$ cat src/shared/switchgear_pkg.sv
// Package with constants and types for the switchgear position and command control block
package switchgear_pkg;

    // Breaker state codes
    localparam logic [1:0] STATE_INDETERM = 2'h0;
    localparam logic [1:0] STATE_OPEN = 2'h1;
    localparam logic [1:0] STATE_CLOSED = 2'h2;
    localparam logic [1:0] STATE_DISTURBED = 2'h3;

    // Command source permission encodings
    localparam logic [1:0] PERM_NONE = 2'h0;
    localparam logic [1:0] PERM_LOCAL = 2'h1;
    localparam logic [1:0] PERM_REMOTE = 2'h2;
    localparam logic [1:0] PERM_BOTH = 2'h3;

    // Widths of timers, trip slots and interlocks
    localparam int TIMER_W = 16;
    localparam int TRIP_SLOTS = 8;
    localparam int NUM_ILOCK = 3;

    // Reset values
    localparam logic [TIMER_W-1:0] TIMER_RESET = 16'h0000;
    localparam logic [1:0] SYNC_RESET = 2'h0;

    // Reload values that software supplies as ports
    typedef struct packed {
        logic [TIMER_W-1:0] close_travel;   // Close travel time in ticks
        logic [TIMER_W-1:0] open_travel;    // Open travel time in ticks
        logic [TIMER_W-1:0] settle;         // Settle delay, zero means none
        logic [TIMER_W-1:0] trip_hold;      // Minimum trip hold in ticks
        logic [TIMER_W-1:0] sync_wait;      // Synchronism wait limit in ticks
    } timing_cfg_t;

    // Wiring and mode configuration
    typedef struct packed {
        logic closed_contact_wired;         // Closed-position contact assigned
        logic open_contact_wired;           // Open-position contact assigned
        logic trip_latched;                 // Latched trip mode
        logic sync_assigned;                // Synchronism source assigned
        logic [1:0] permission;             // Command source permission
    } mode_cfg_t;

    // Position indication outputs
    typedef struct packed {
        logic closed;                       // Position closed
        logic open;                         // Position open
        logic in_transit;                   // Position in transit
        logic fault;                        // Position fault
        logic [1:0] code;                   // Breaker state code
    } position_t;

    // Motion sequence states
    typedef enum logic [5:0] {
        MOV_IDLE = 6'b000001,
        MOV_SYNC = 6'b000010,
        MOV_CLOSE = 6'b000100,
        MOV_OPEN = 6'b001000,
        MOV_SETTLE = 6'b010000,
        MOV_FAIL = 6'b100000
    } motion_t;

endpackage : switchgear_pkg

$ cat src/design/switchgear_control.sv
// Switchgear position supervision, trip combiner and command control
`timescale 1ns/100ps
`default_nettype none

// Summary of operation
// - Close starts travel timer, report transit
// - Closed contact in time sets closed, ok
// - Close timer expiry with zero settle reports position fault
// - Settle delay after close keeps transit
// - Code 0 moving, 1 open, 2 closed
// - Unassigned closed and open contacts give code 3
// - Open starts open timer, confirm gives ok
// - Open timer expiry with zero settle reports position fault
// - Settle delay after open keeps transit
// - Unassigned open and closed contacts give code 3
// - Three interlocks block each direction
// - Protection and reclose bypass interlocks
// - OR of assigned trip slots
// - Only combined trip reaches breaker
// - Trip held minimum time, latch selectable
// - Latched trip stays until acknowledged or no slot assigned
// - Latch clears after sources drop, on ack
// - One external close, one external open
// - Close on edge, open on level, priority
// - Remote commands need remote permission
// - Close waits for sync within limit
// - No sync source means always released
// - State code two bits, four values
// - Command output ends on confirm, timeout
// - Single contact raises one_contact_flag
module switchgear_control (
    input wire logic ref_clk,                                   // System clock, 20 MHz
    input wire logic reset_n,                                   // Asynchronous reset, active low
    input wire logic clk_en,                                    // Clock enable, freezes state when low
    input wire switchgear_pkg::timing_cfg_t timing,             // Timer reload values
    input wire switchgear_pkg::mode_cfg_t mode,                 // Wiring and mode settings
    input wire logic aux_closed,                                // Closed-position contact
    input wire logic aux_open,                                  // Open-position contact
    input wire logic [switchgear_pkg::TRIP_SLOTS-1:0] trip_source,      // Protection trip sources
    input wire logic [switchgear_pkg::TRIP_SLOTS-1:0] trip_source_slot, // Slot assignment mask
    input wire logic trip_ack,                                  // Operator or remote acknowledge
    input wire logic trip_clear_input,                          // Assigned trip acknowledge signal
    input wire logic reclose_request,                           // Reclose from auto_reclose_unit
    input wire logic protection_block,                          // Separate block of protection open
    input wire logic [switchgear_pkg::NUM_ILOCK-1:0] close_interlock, // Close interlocks
    input wire logic [switchgear_pkg::NUM_ILOCK-1:0] open_interlock,  // Open interlocks
    input wire logic ext_close_request,                         // External close, edge active
    input wire logic ext_open_request,                          // External open, level active
    input wire logic local_close,                               // Local panel close pulse
    input wire logic local_open,                                // Local panel open pulse
    input wire logic remote_close,                              // Remote system close pulse
    input wire logic remote_open,                               // Remote system open pulse
    input wire logic phase_match_release,                       // Synchronism signal
    output logic close_cmd,                                     // Close command relay
    output logic open_cmd,                                      // Open command relay
    output logic trip_out,                                      // Combined trip command
    output switchgear_pkg::position_t position,                 // Position indication
    output logic switch_done_ok,                                // Switching success pulse
    output logic one_contact_flag,                              // Single-contact supervision
    output logic sync_timeout                                   // Close dropped, no synchronism
);

    // Registered inputs
    logic s_closed;                          // Sampled closed contact
    logic s_open;                            // Sampled open contact
    logic s_ext_close;                       // Sampled external close
    logic s_ext_close_d;                     // Previous external close
    logic s_ext_open;                        // Sampled external open
    logic [switchgear_pkg::TRIP_SLOTS-1:0] s_trip; // Sampled trip sources

    // Motion state
    switchgear_pkg::motion_t state;          // Current motion state
    switchgear_pkg::motion_t next_state;     // Next motion state
    logic [switchgear_pkg::TIMER_W-1:0] timer;      // Motion timer
    logic [switchgear_pkg::TIMER_W-1:0] next_timer; // Next motion timer
    logic last_dir_close;                    // Direction of last movement
    logic next_last_dir_close;               // Next direction
    logic fault;                             // Fault indication
    logic next_fault;                        // Next fault
    logic done_ok;                           // Success pulse register
    logic next_done_ok;                      // Next success pulse
    logic sync_to;                           // Sync timeout pulse
    logic next_sync_to;                      // Next sync timeout

    // Trip combiner state
    logic trip;                              // Trip output register
    logic next_trip;                         // Next trip
    logic [switchgear_pkg::TIMER_W-1:0] hold;       // Trip hold counter
    logic [switchgear_pkg::TIMER_W-1:0] next_hold;  // Next hold counter

    // Position outputs
    switchgear_pkg::position_t next_position; // Next position indication

    // Command decode
    logic trip_any;                          // Any assigned source active
    logic remote_ok;                         // Remote commands allowed
    logic local_ok;                          // Local commands allowed
    logic req_close;                         // Interlock-checked close request
    logic req_open;                          // Interlock-checked open request
    logic close_ilock;                       // Any close interlock active
    logic open_ilock;                        // Any open interlock active
    logic confirm_closed;                    // Closed end position seen
    logic confirm_open;                      // Open end position seen

    // Input sampling register
    // contact, external request and trip inputs registered first; local, remote and interlock inputs are not
    always_ff @(posedge ref_clk or negedge reset_n) begin
        if (!reset_n) begin
            s_closed <= 1'b0;
            s_open <= 1'b0;
            s_ext_close <= 1'b0;
            s_ext_close_d <= 1'b0;
            s_ext_open <= 1'b0;
            s_trip <= '0;
        end else if (clk_en) begin
            s_closed <= aux_closed;
            s_open <= aux_open;
            s_ext_close <= ext_close_request;
            s_ext_close_d <= s_ext_close;
            s_ext_open <= ext_open_request;
            s_trip <= trip_source;
        end
    end

    // Command qualification
    always_comb begin
        trip_any = |(s_trip & trip_source_slot);
        remote_ok = (mode.permission == switchgear_pkg::PERM_REMOTE) ||
                    (mode.permission == switchgear_pkg::PERM_BOTH);
        local_ok = (mode.permission == switchgear_pkg::PERM_LOCAL) ||
                   (mode.permission == switchgear_pkg::PERM_BOTH);
        close_ilock = |close_interlock;
        open_ilock = |open_interlock;
        // open level wins over close edge
        req_open = !open_ilock && ((remote_ok && (remote_open || s_ext_open)) || (local_ok && local_open));
        req_close = !close_ilock && !req_open &&
                    ((remote_ok && (remote_close || (s_ext_close && !s_ext_close_d))) ||
                     (local_ok && local_close));
        confirm_closed = mode.closed_contact_wired ? s_closed : (mode.open_contact_wired && !s_open);
        confirm_open = mode.open_contact_wired ? s_open : (mode.closed_contact_wired && !s_closed);
    end

    // Trip combiner next values
    always_comb begin
        next_trip = trip;
        next_hold = (hold != switchgear_pkg::TIMER_RESET) ? hold - 1'b1 : hold;
        if (trip_any) begin
            next_trip = 1'b1;
            next_hold = timing.trip_hold;
        end else if (trip && (hold == switchgear_pkg::TIMER_RESET)) begin
            if (!mode.trip_latched || trip_ack || trip_clear_input || (trip_source_slot == '0)) begin
                next_trip = 1'b0;
            end
        end
    end

    // Trip combiner register
    always_ff @(posedge ref_clk or negedge reset_n) begin
        if (!reset_n) begin
            trip <= 1'b0;
            hold <= switchgear_pkg::TIMER_RESET;
        end else if (clk_en) begin
            trip <= next_trip;
            hold <= next_hold;
        end
    end

    // Motion sequence next values
    always_comb begin
        next_state = state;
        next_timer = (timer != switchgear_pkg::TIMER_RESET) ? timer - 1'b1 : timer;
        next_last_dir_close = last_dir_close;
        next_fault = fault;
        next_done_ok = 1'b0;
        next_sync_to = 1'b0;
        case (state)
            switchgear_pkg::MOV_IDLE: begin
                // protection trip and reclose bypass interlocks
                if (trip && !protection_block && !confirm_open) begin
                    next_state = switchgear_pkg::MOV_OPEN;
                    next_timer = timing.open_travel;
                    next_last_dir_close = 1'b0;
                    next_fault = 1'b0;
                end else if (req_open && !confirm_open) begin
                    next_state = switchgear_pkg::MOV_OPEN;
                    next_timer = timing.open_travel;
                    next_last_dir_close = 1'b0;
                    next_fault = 1'b0;
                end else if ((req_close || reclose_request) && !confirm_closed) begin
                    next_last_dir_close = 1'b1;
                    next_fault = 1'b0;
                    if (mode.sync_assigned && !phase_match_release) begin
                        next_state = switchgear_pkg::MOV_SYNC;
                        next_timer = timing.sync_wait;
                    end else begin
                        next_state = switchgear_pkg::MOV_CLOSE;
                        next_timer = timing.close_travel;
                    end
                end
            end
            switchgear_pkg::MOV_SYNC: begin
                if (phase_match_release) begin
                    next_state = switchgear_pkg::MOV_CLOSE;
                    next_timer = timing.close_travel;
                end else if (timer == switchgear_pkg::TIMER_RESET) begin
                    next_state = switchgear_pkg::MOV_IDLE;
                    next_sync_to = 1'b1;
                end
            end
            switchgear_pkg::MOV_CLOSE, switchgear_pkg::MOV_OPEN: begin
                if (last_dir_close ? confirm_closed : confirm_open) begin
                    next_state = switchgear_pkg::MOV_IDLE;
                    next_done_ok = 1'b1;
                end else if (timer == switchgear_pkg::TIMER_RESET) begin
                    if (timing.settle != switchgear_pkg::TIMER_RESET) begin
                        next_state = switchgear_pkg::MOV_SETTLE;
                        next_timer = timing.settle;
                    end else begin
                        next_state = switchgear_pkg::MOV_FAIL;
                        next_fault = 1'b1;
                    end
                end
            end
            switchgear_pkg::MOV_SETTLE: begin
                if (timer == switchgear_pkg::TIMER_RESET) begin
                    next_state = switchgear_pkg::MOV_IDLE;
                end
            end
            switchgear_pkg::MOV_FAIL: begin
                next_state = switchgear_pkg::MOV_IDLE;
            end
            default: begin
                next_state = switchgear_pkg::MOV_IDLE;
            end
        endcase
    end

    // Position indication next values
    always_comb begin
        next_position.closed = 1'b0;
        next_position.open = 1'b0;
        next_position.fault = next_fault;
        // transit while travel or settle runs
        next_position.in_transit = (next_state == switchgear_pkg::MOV_CLOSE) ||
                                   (next_state == switchgear_pkg::MOV_OPEN) ||
                                   (next_state == switchgear_pkg::MOV_SETTLE);
        next_position.code = switchgear_pkg::STATE_INDETERM;
        if (!mode.closed_contact_wired && !mode.open_contact_wired) begin
            next_position.code = switchgear_pkg::STATE_DISTURBED;
        end else if (next_position.in_transit) begin
            next_position.code = switchgear_pkg::STATE_INDETERM;
        end else if (next_fault) begin
            next_position.code = switchgear_pkg::STATE_DISTURBED;
        end else if (confirm_closed) begin
            next_position.closed = 1'b1;
            next_position.code = switchgear_pkg::STATE_CLOSED;
        end else begin
            next_position.open = 1'b1;
            next_position.code = switchgear_pkg::STATE_OPEN;
        end
    end

    // Motion and position register
    // no command asserted after reset
    always_ff @(posedge ref_clk or negedge reset_n) begin
        if (!reset_n) begin
            state <= switchgear_pkg::MOV_IDLE;
            timer <= switchgear_pkg::TIMER_RESET;
            last_dir_close <= 1'b0;
            fault <= 1'b0;
            done_ok <= 1'b0;
            sync_to <= 1'b0;
            position <= '0;
        end else if (clk_en) begin
            state <= next_state;
            timer <= next_timer;
            last_dir_close <= next_last_dir_close;
            fault <= next_fault;
            done_ok <= next_done_ok;
            sync_to <= next_sync_to;
            position <= next_position;
        end
    end

    // Output drive
    always_comb begin
        // command lasts travel time plus one cycle at most
        close_cmd = (state == switchgear_pkg::MOV_CLOSE);
        open_cmd = (state == switchgear_pkg::MOV_OPEN);
        trip_out = trip;
        switch_done_ok = done_ok;
        sync_timeout = sync_to;
        one_contact_flag = mode.closed_contact_wired ^ mode.open_contact_wired;
    end

endmodule : switchgear_control

`default_nettype wire

$ cat config.mk
export PLATFORM = sky130hd
export DESIGN_NAME = switchgear_control
export DESIGN_NICKNAME = d
export VERILOG_FILES = /design/src/shared/switchgear_pkg.sv /design/src/design/switchgear_control.sv
export SDC_FILE = /design/constraint.sdc
export NUM_CORES = 1
export LEC_CHECK = 0
export ABC_CLOCK_PERIOD_IN_PS = 2110
export BUFFER_PORTS_ARGS = -buffer_cell sky130_fd_sc_hd__buf_2
export CAP_MARGIN = 25
export CORE_MARGIN = 2
export CORE_UTILIZATION = 41
export CTS_CLUSTER_DIAMETER = 80
export DETAILED_ROUTE_END_ITERATION = 8
export GPL_ROUTABILITY_DRIVEN = 1
export PLACE_DENSITY = 0.64
export SETUP_SLACK_MARGIN = 0.05
export SLEW_MARGIN = 10
export SYNTH_ARGS = -nofsm -noshare
export SYNTH_HDL_FRONTEND = slang
export SYNTH_SLANG_ARGS = --single-unit
$ cat constraint.sdc
create_clock -name ref_clk -period 2.11 [get_ports ref_clk]
set_input_delay 0.1055 -clock ref_clk [delete_from_list [all_inputs] [get_ports ref_clk]]
set_output_delay 0.1055 -clock ref_clk [all_outputs]
set_load 0.005 [all_outputs]
== After elaboration in Yosys (flattened, before gate mapping) ==
Cells that the tools add are included.

* Add/subtract/negate cells: 2
* Equal/unequal tests: 11
* Multiplexer cells: 52
* Bitwise logic cells: 2
* Reductions and logical operators: 59

{| class="wikitable"
|+ Operators by type and width
! operator !! count
|-
| 16-bit 2-to-1 mux || 11
|-
| 6-bit 2-to-1 mux || 8
|-
| 16-bit one-hot mux with 3 select lines || 1
|-
| 16-bit nonzero test || 3
|-
| 16-bit logical NOT || 2
|-
| 16-bit by 1-bit subtractor with 16-bit output, second input constant || 2
|-
| 6-bit one-hot mux with 4 select lines || 1
|-
| 1-bit 2-to-1 mux || 22
|-
| 1-bit logical AND || 17
|-
| 2-bit 2-to-1 mux || 7
|-
| 1-bit logical NOT || 13
|-
| 6-bit by 3-bit == test with 1-bit output, second input constant || 2
|-
| 6-bit by 4-bit == test with 1-bit output, second input constant || 2
|-
| 6-bit by 5-bit == test with 1-bit output, second input constant || 2
|-
| 1-bit logical OR || 12
|-
| 8-bit bitwise AND || 1
|-
| 8-bit logical NOT || 1
|-
| 8-bit OR reduction || 1
|-
| 6-bit by 1-bit == test with 1-bit output, second input constant || 1
|-
| 6-bit by 2-bit == test with 1-bit output, second input constant || 1
|-
| 3-bit AND reduction || 2
|-
| 2-bit nonzero test || 3
|-
| 3-bit OR reduction || 2
|-
| 2-bit == test, second input constant || 2
|-
| 7 further kinds || 7
|}

* Register bits: 61

== Longest topological paths before layout ==
* Depth in word-level cells: 19
* Depth in mapped cells: 10
* Mapped depth without buffers: 9

== Worst setup path after synthesis ==
No wires, ideal clock.

* Path type: reg-to-reg
* Start: register timer[0] in the netlist's numbering
* End: register position[3] in the netlist's numbering
* Setup time: 125 ps
* Arrival: 2105 ps
* Path slack: -119 ps
* Stages on the path, launching flop included: 10
* Period minus slack after synthesis: 2229 ps
* Cell sequence: dfrtp_1 -> inv_1 -> ha_1 -> nor2b_1 -> nand4b_2 -> or3_1 -> a31oi_1 -> o21a_2 -> o211ai_2 -> mux2_2

* Word-level cells in the longest chain between the ends: 7
* Elaborated cells on any way between the ends: 11

{| class="wikitable"
|+ RTL lines
! what !! RTL line !! text
|-
| start, declared || switchgear_control.sv:74 || <nowiki>logic [switchgear_pkg::TIMER_W-1:0] timer;</nowiki>
|-
| start signal, assigned || switchgear_control.sv:268 || <nowiki>timer <= switchgear_pkg::TIMER_RESET;</nowiki>
|-
| start signal, assigned || switchgear_control.sv:276 || <nowiki>timer <= next_timer;</nowiki>
|-
| 16-bit logical NOT * || switchgear_control.sv:205, switchgear_control.sv:214, switchgear_control.sv:225 ||
|-
| 6-bit 2-to-1 mux, on equally long branches || switchgear_control.sv:214, switchgear_control.sv:205, switchgear_control.sv:225 ||
|-
| 6-bit 2-to-1 mux, on equally long branches || switchgear_control.sv:211, switchgear_control.sv:202 ||
|-
| 6-bit one-hot mux with 4 select lines * || switchgear_control.sv:176 || <nowiki>case (state)</nowiki>
|-
| 6-bit by 3-bit == test with 1-bit output / 6-bit by 4-bit == test with 1-bit output (equally long branches) || switchgear_control.sv:244, switchgear_control.sv:245 ||
|-
| 1-bit logical OR || switchgear_control.sv:244 || <nowiki>next_position.in_transit = (next_state == switchgear_pkg::MOV_CLOSE) ||</nowiki>
|-
| 1-bit logical OR * || switchgear_control.sv:245 || <nowiki>(next_state == switchgear_pkg::MOV_OPEN) ||</nowiki>
|-
| end signal, assigned || switchgear_control.sv:281 || <nowiki>position <= next_position;</nowiki>
|-
| end, declared || switchgear_control.sv:57 || <nowiki>output switchgear_pkg::position_t position,</nowiki>
|}

Every way passes the cells marked *; elsewhere a longest branch is shown, timed or not.
A chain may end at the register's enable or synchronous reset.

== Final worst setup path ==
* Start: register timer[10] in the netlist's numbering
* End: register timer[3] in the netlist's numbering

* Word-level cells in the longest chain between the ends: 6
* Elaborated cells on any way between the ends: 11

{| class="wikitable"
|+ RTL lines
! what !! RTL line !! text
|-
| 16-bit nonzero test || switchgear_control.sv:171 || <nowiki>next_timer = (timer != switchgear_pkg::TIMER_RESET) ? timer - 1'b1 : timer;</nowiki>
|-
| 16-bit 2-to-1 mux || switchgear_control.sv:171 ||
|-
| 16-bit 2-to-1 mux, on equally long branches || switchgear_control.sv:215, switchgear_control.sv:189 ||
|-
| 16-bit 2-to-1 mux, on equally long branches || switchgear_control.sv:214, switchgear_control.sv:184 ||
|-
| 16-bit 2-to-1 mux, on equally long branches || switchgear_control.sv:211, switchgear_control.sv:179 ||
|-
| 16-bit one-hot mux with 3 select lines * || switchgear_control.sv:176 ||
|}

Marks and branches as above.

==> out/summary.log <==
[final_layout] fraction of final layout cells with drive strength greater than 1 48.5%
[placement] number of I/O port buffers 135
[clock_network] total clock sinks 61
[floorplanning] die height 110 um
[synthesis] adder-cell share of the synthesized area 0.808%
[timing] Fin. Hold Viols 0
[timing] final critical-path share of the clock period 106%
[placement] placed wire-length estimate after detailed placement 12900 um
[status] run status finished, violations left
[critical_path] FF-to-FF End timer[3]
[global_routing] vias in the first global route 5651
[timing] worst-case headroom to the max-slew limit 54.6%
[timing] worst clock skew 6.26 ps
[final_layout] Nets 922
[critical_path] startpoint type of the worst setup path flip-flop
[synthesis] largest family of logic cells by synthesized area compound AO/OA/AOI/OAI gates
[synthesis] number of enable flip-flop cells after synthesis 0
[worst_hold_path] Hold Crit Class in2reg
[synthesis] net count after synthesis 690
[power_and_ir_drop] peak ir drop on the vdd network 0.000483 V
[drt] wire length per cell 19.8 um
[drt] via count 5736
[timing] setup TNS -1850 ps
[global_routing] number of antenna violations at the first check in global routing 1
[worst_hold_path] count of cells along the worst hold path 2
[synthesis] xor/xnor share of the synthesized area 0.377%
[synthesis] portion of netlist area occupied by mux cells 8.00%
[drt] detailed-route vias per instance 6.10
[placement] Placed Instances 900
[drt] total wire length 18600 um
[synthesis] cell area after technology mapping 4640 um^2
[status] failing checks setup timing
[synthesis] share of the synthesized area in the top cell type 32.3%
[clock_network] worst-case clock buffer depth 2
[clock_network] total number of H-tree levels 3
[critical_path] CP max stage cell dfrtp_1
[global_routing] maximum number of pins on one net before global-route repair 31
[synthesis] Avg Cell Area, Syn 8.25 um^2
[worst_hold_path] startpoint of the tightest hold check path trip_source[4]
[timing] highest attainable clock frequency 0.445 GHz
[synthesis] Simple-Gate Fraction of Synth Area 23.3%
[global_routing] overall global routing resource usage 28.7%
[critical_path] worst reg2reg path depth 9
[floorplanning] Die Footprint 12200 um^2
[synthesis] share of synthesized area occupied by flip-flops and latches 32.9%
[synthesis] compound-cell area share of the yosys netlist 29.6%
[synthesis] Post-synth top flop dfrtp_1
[synthesis] synth unique cells 70
[synthesis] post-synthesis instance total 563
[synthesis] leading post-synthesis cells by instance count dfrtp_1, nand2_1, o21ai_0, nor2_1, a21oi_1
[critical_path] worst flop-to-flop path startpoint timer[10]
[final_layout] Antenna Diode Count 0
[drt] initial drt markers 452
[critical_path] signal arrival time at the worst endpoint 2460 ps
[job] count of max-cap constraint violations 0
[placement] Placer Congestion 0.902
[timing] minimum clock period after layout 2250 ps
[timing] max-slew violation count 0
[synthesis] count of warnings emitted by yosys 0
[power_and_ir_drop] leakage 0.00313 uW
[timing] fin worst setup slack -137 ps
[clock_network] clk_lat worst skew 330 ps
[clock_network] library cell used as clock root buffer clkbuf_16
[critical_path] critical path endpoint category flip-flop
[drt] DRT Pass-1 Iters 7
[floorplanning] Initial Util 42.5%
[synthesis] leading cell type by number of instances after synthesis dfrtp_1
[floorplanning] top-level I/O count 136
[floorplanning] Core Rows 38
[synthesis] flops & latches, synth 61
[power_and_ir_drop] total power 6580 uW
[floorplanning] horizontal die dimension 110 um
[final_layout] final cell count without fillers 940
[synthesis] cells taking the most area after synthesis dfrtp_1, o21ai_0, nand2_1
[clock_network] number of buffers added by the clock tree synthesis step 9
[drt] post-route DRC violation count 0
[power_and_ir_drop] power density over cell area 918 nW/um^2
[clock_network] clock edge transition at the registers on the reported setup and hold paths 60 ps
[clock_network] CTS tree done
[critical_path] Critical Path, Cell by Cell nor4_4 > buf_4 > and4_4 > nand4b_1 > a21oi_2 > buf_6 > o221ai_1 > a21oi_1 > nor3_1
[timing] RSZ-0062 raised after global routing true
[global_routing] overall overflow remaining after global route 0
[floorplanning] core outline area 10900 um^2
[drt] Detail Route Antenna Nets 0
[critical_path] delay of the slowest critical-path stage 410 ps
[timing] worst-margin pin slew 681 ps
[synthesis] share of flip-flops with an asynchronous set or reset after synthesis 100%
[synthesis] cell accounting for the most synthesized area dfrtp_1
[worst_hold_path] sink of the worst hold path s_trip[4]
[final_layout] Syn-to-layout area delta 54.4%
[critical_path] Required @ worst endpoint 2330 ps
[global_routing] wire length of the first global-routing pass 28600 um
[critical_path] worst reg2reg setup slack -140 ps
[critical_path] Setup Crit Path Kind reg2reg
[timing] Setup violations, final 27
[critical_path] CP max FO 6
## worst max-delay path by stage
| stage | depth (start not counted) | end | from |
|---|---|---|---|
| global route | 9 | timer[3] | timer[10] |
| CTS | 9 | timer[8] | s_ext_open |
| floorplan | 9 | position[3] | timer[0] |
| finish | 9 | timer[3] | timer[10] |
| detailed placement | 10 | timer[1] | timer[0] |
| global placement | 10 | timer[1] | timer[0] |
## cell type report
| type | instances | area, um^2 |
|---|---|---|
| repair buffers | 255 | 1670 |
| flip-flops and latches | 61 | 1530 |
| inverters | 19 | 71.3 |
| well taps | 140 | 175 |
| clock inverters | 3 | 43.8 |
| clock buffers | 13 | 260 |
| multi-input cells | 449 | 3420 |
| fillers | 897 | 3760 |
## placed cells by master (no fill, tap or decap), drive strengths merged, types with 6 or more instances in the layout
master / Yosys / final
dfrtp: 60 / 60
o31ai: 6 / 6
buf: 14 / 254
nor2: 44 / 44
nor2b: 7 / 7
o21a: 11 / 11
o22ai: 6 / 6
inv: 19 / 19
and2: 6 / 6
nor4: 14 / 14
clkbuf: 21 / 13
a31oi: 13 / 13
nand2: 58 / 58
o21ai: 53 / 53
a211oi: 7 / 7
nor3: 29 / 29
a22oi: 10 / 10
nand3: 12 / 12
a221oi: 8 / 8
mux2i: 18 / 18
a32oi: 8 / 8
a21oi: 35 / 35
o211ai: 13 / 13
mux2: 17 / 17
## stage by stage
step	worst slack (ps)	hold slack, ps	util [%]	cell area [um^2]
after floorplan	-27.9	-190	-	4700
after global placement	-71.4	156	56.1	6130
after detailed placement	-148	161	56.1	6130
after CTS	-68.4	1.09	62.4	6830
after global routing	-235	2.56	65.6	7170
final	-137	2.69	65.6	7170
## logic make-up (layout without fill, tap and decap cells)
family                   count (synthesis)  in the layout
buffers and inverters                   54            290
multiplexers                            35             35
AO/OA/AOI/OAI                          203            204
XOR/XNOR                                 2              2
adder cells (fa/ha/maj)                  3              3
AND/OR/NAND/NOR                        205            205
flip-flops                              61             61
## what timing repair did
action	in CTS	in global routing
endpoints found under the setup margin	37	43
pin swaps	28	30
gates cloned	3	2
resized for setup	65	75
hold buffers	1	0
endpoints found under the hold margin	22	0
setup buffers	8	11
## routing by layer
metal | vias to the layer above | part of all wire [%] | GRT usage [%]
met4 | 2 | 2.9 | 9.92
li1 | 2613 | - | -
met1 | 2728 | 40 | 36.2
met5 | - | 0.070 | 0
met2 | 328 | 48 | 48.3
met3 | 65 | 9.1 | 6.75
## report_power, final
| group | total (uW) | internal [uW] | switching [uW] |
|---|---|---|---|
| logic | 3260 | 1590 | 1670 |
| registers | 1780 | 1470 | 313 |
| clock network | 1540 | 980 | 556 |
| total | 6580 | 4050 | 2540 |
## registers in the layout, summed over array words and instances (netlist names), 5 cells and up
| register | cells |
|---|---|
| hold | 16 |
| timer | 16 |
| s_trip | 8 |
| state | 6 |
| position | 5 |
## worst max-delay path: cells and delay by family, from the launching register on
kind | cells | cell delay [ps]
AND/OR/NAND/NOR | 4 | 740
AO/OA/AOI/OAI | 3 | 600
buffers and inverters | 2 | 380
flip-flops | 1 | 410
Note: power is estimated with default switching activity, not from simulation.
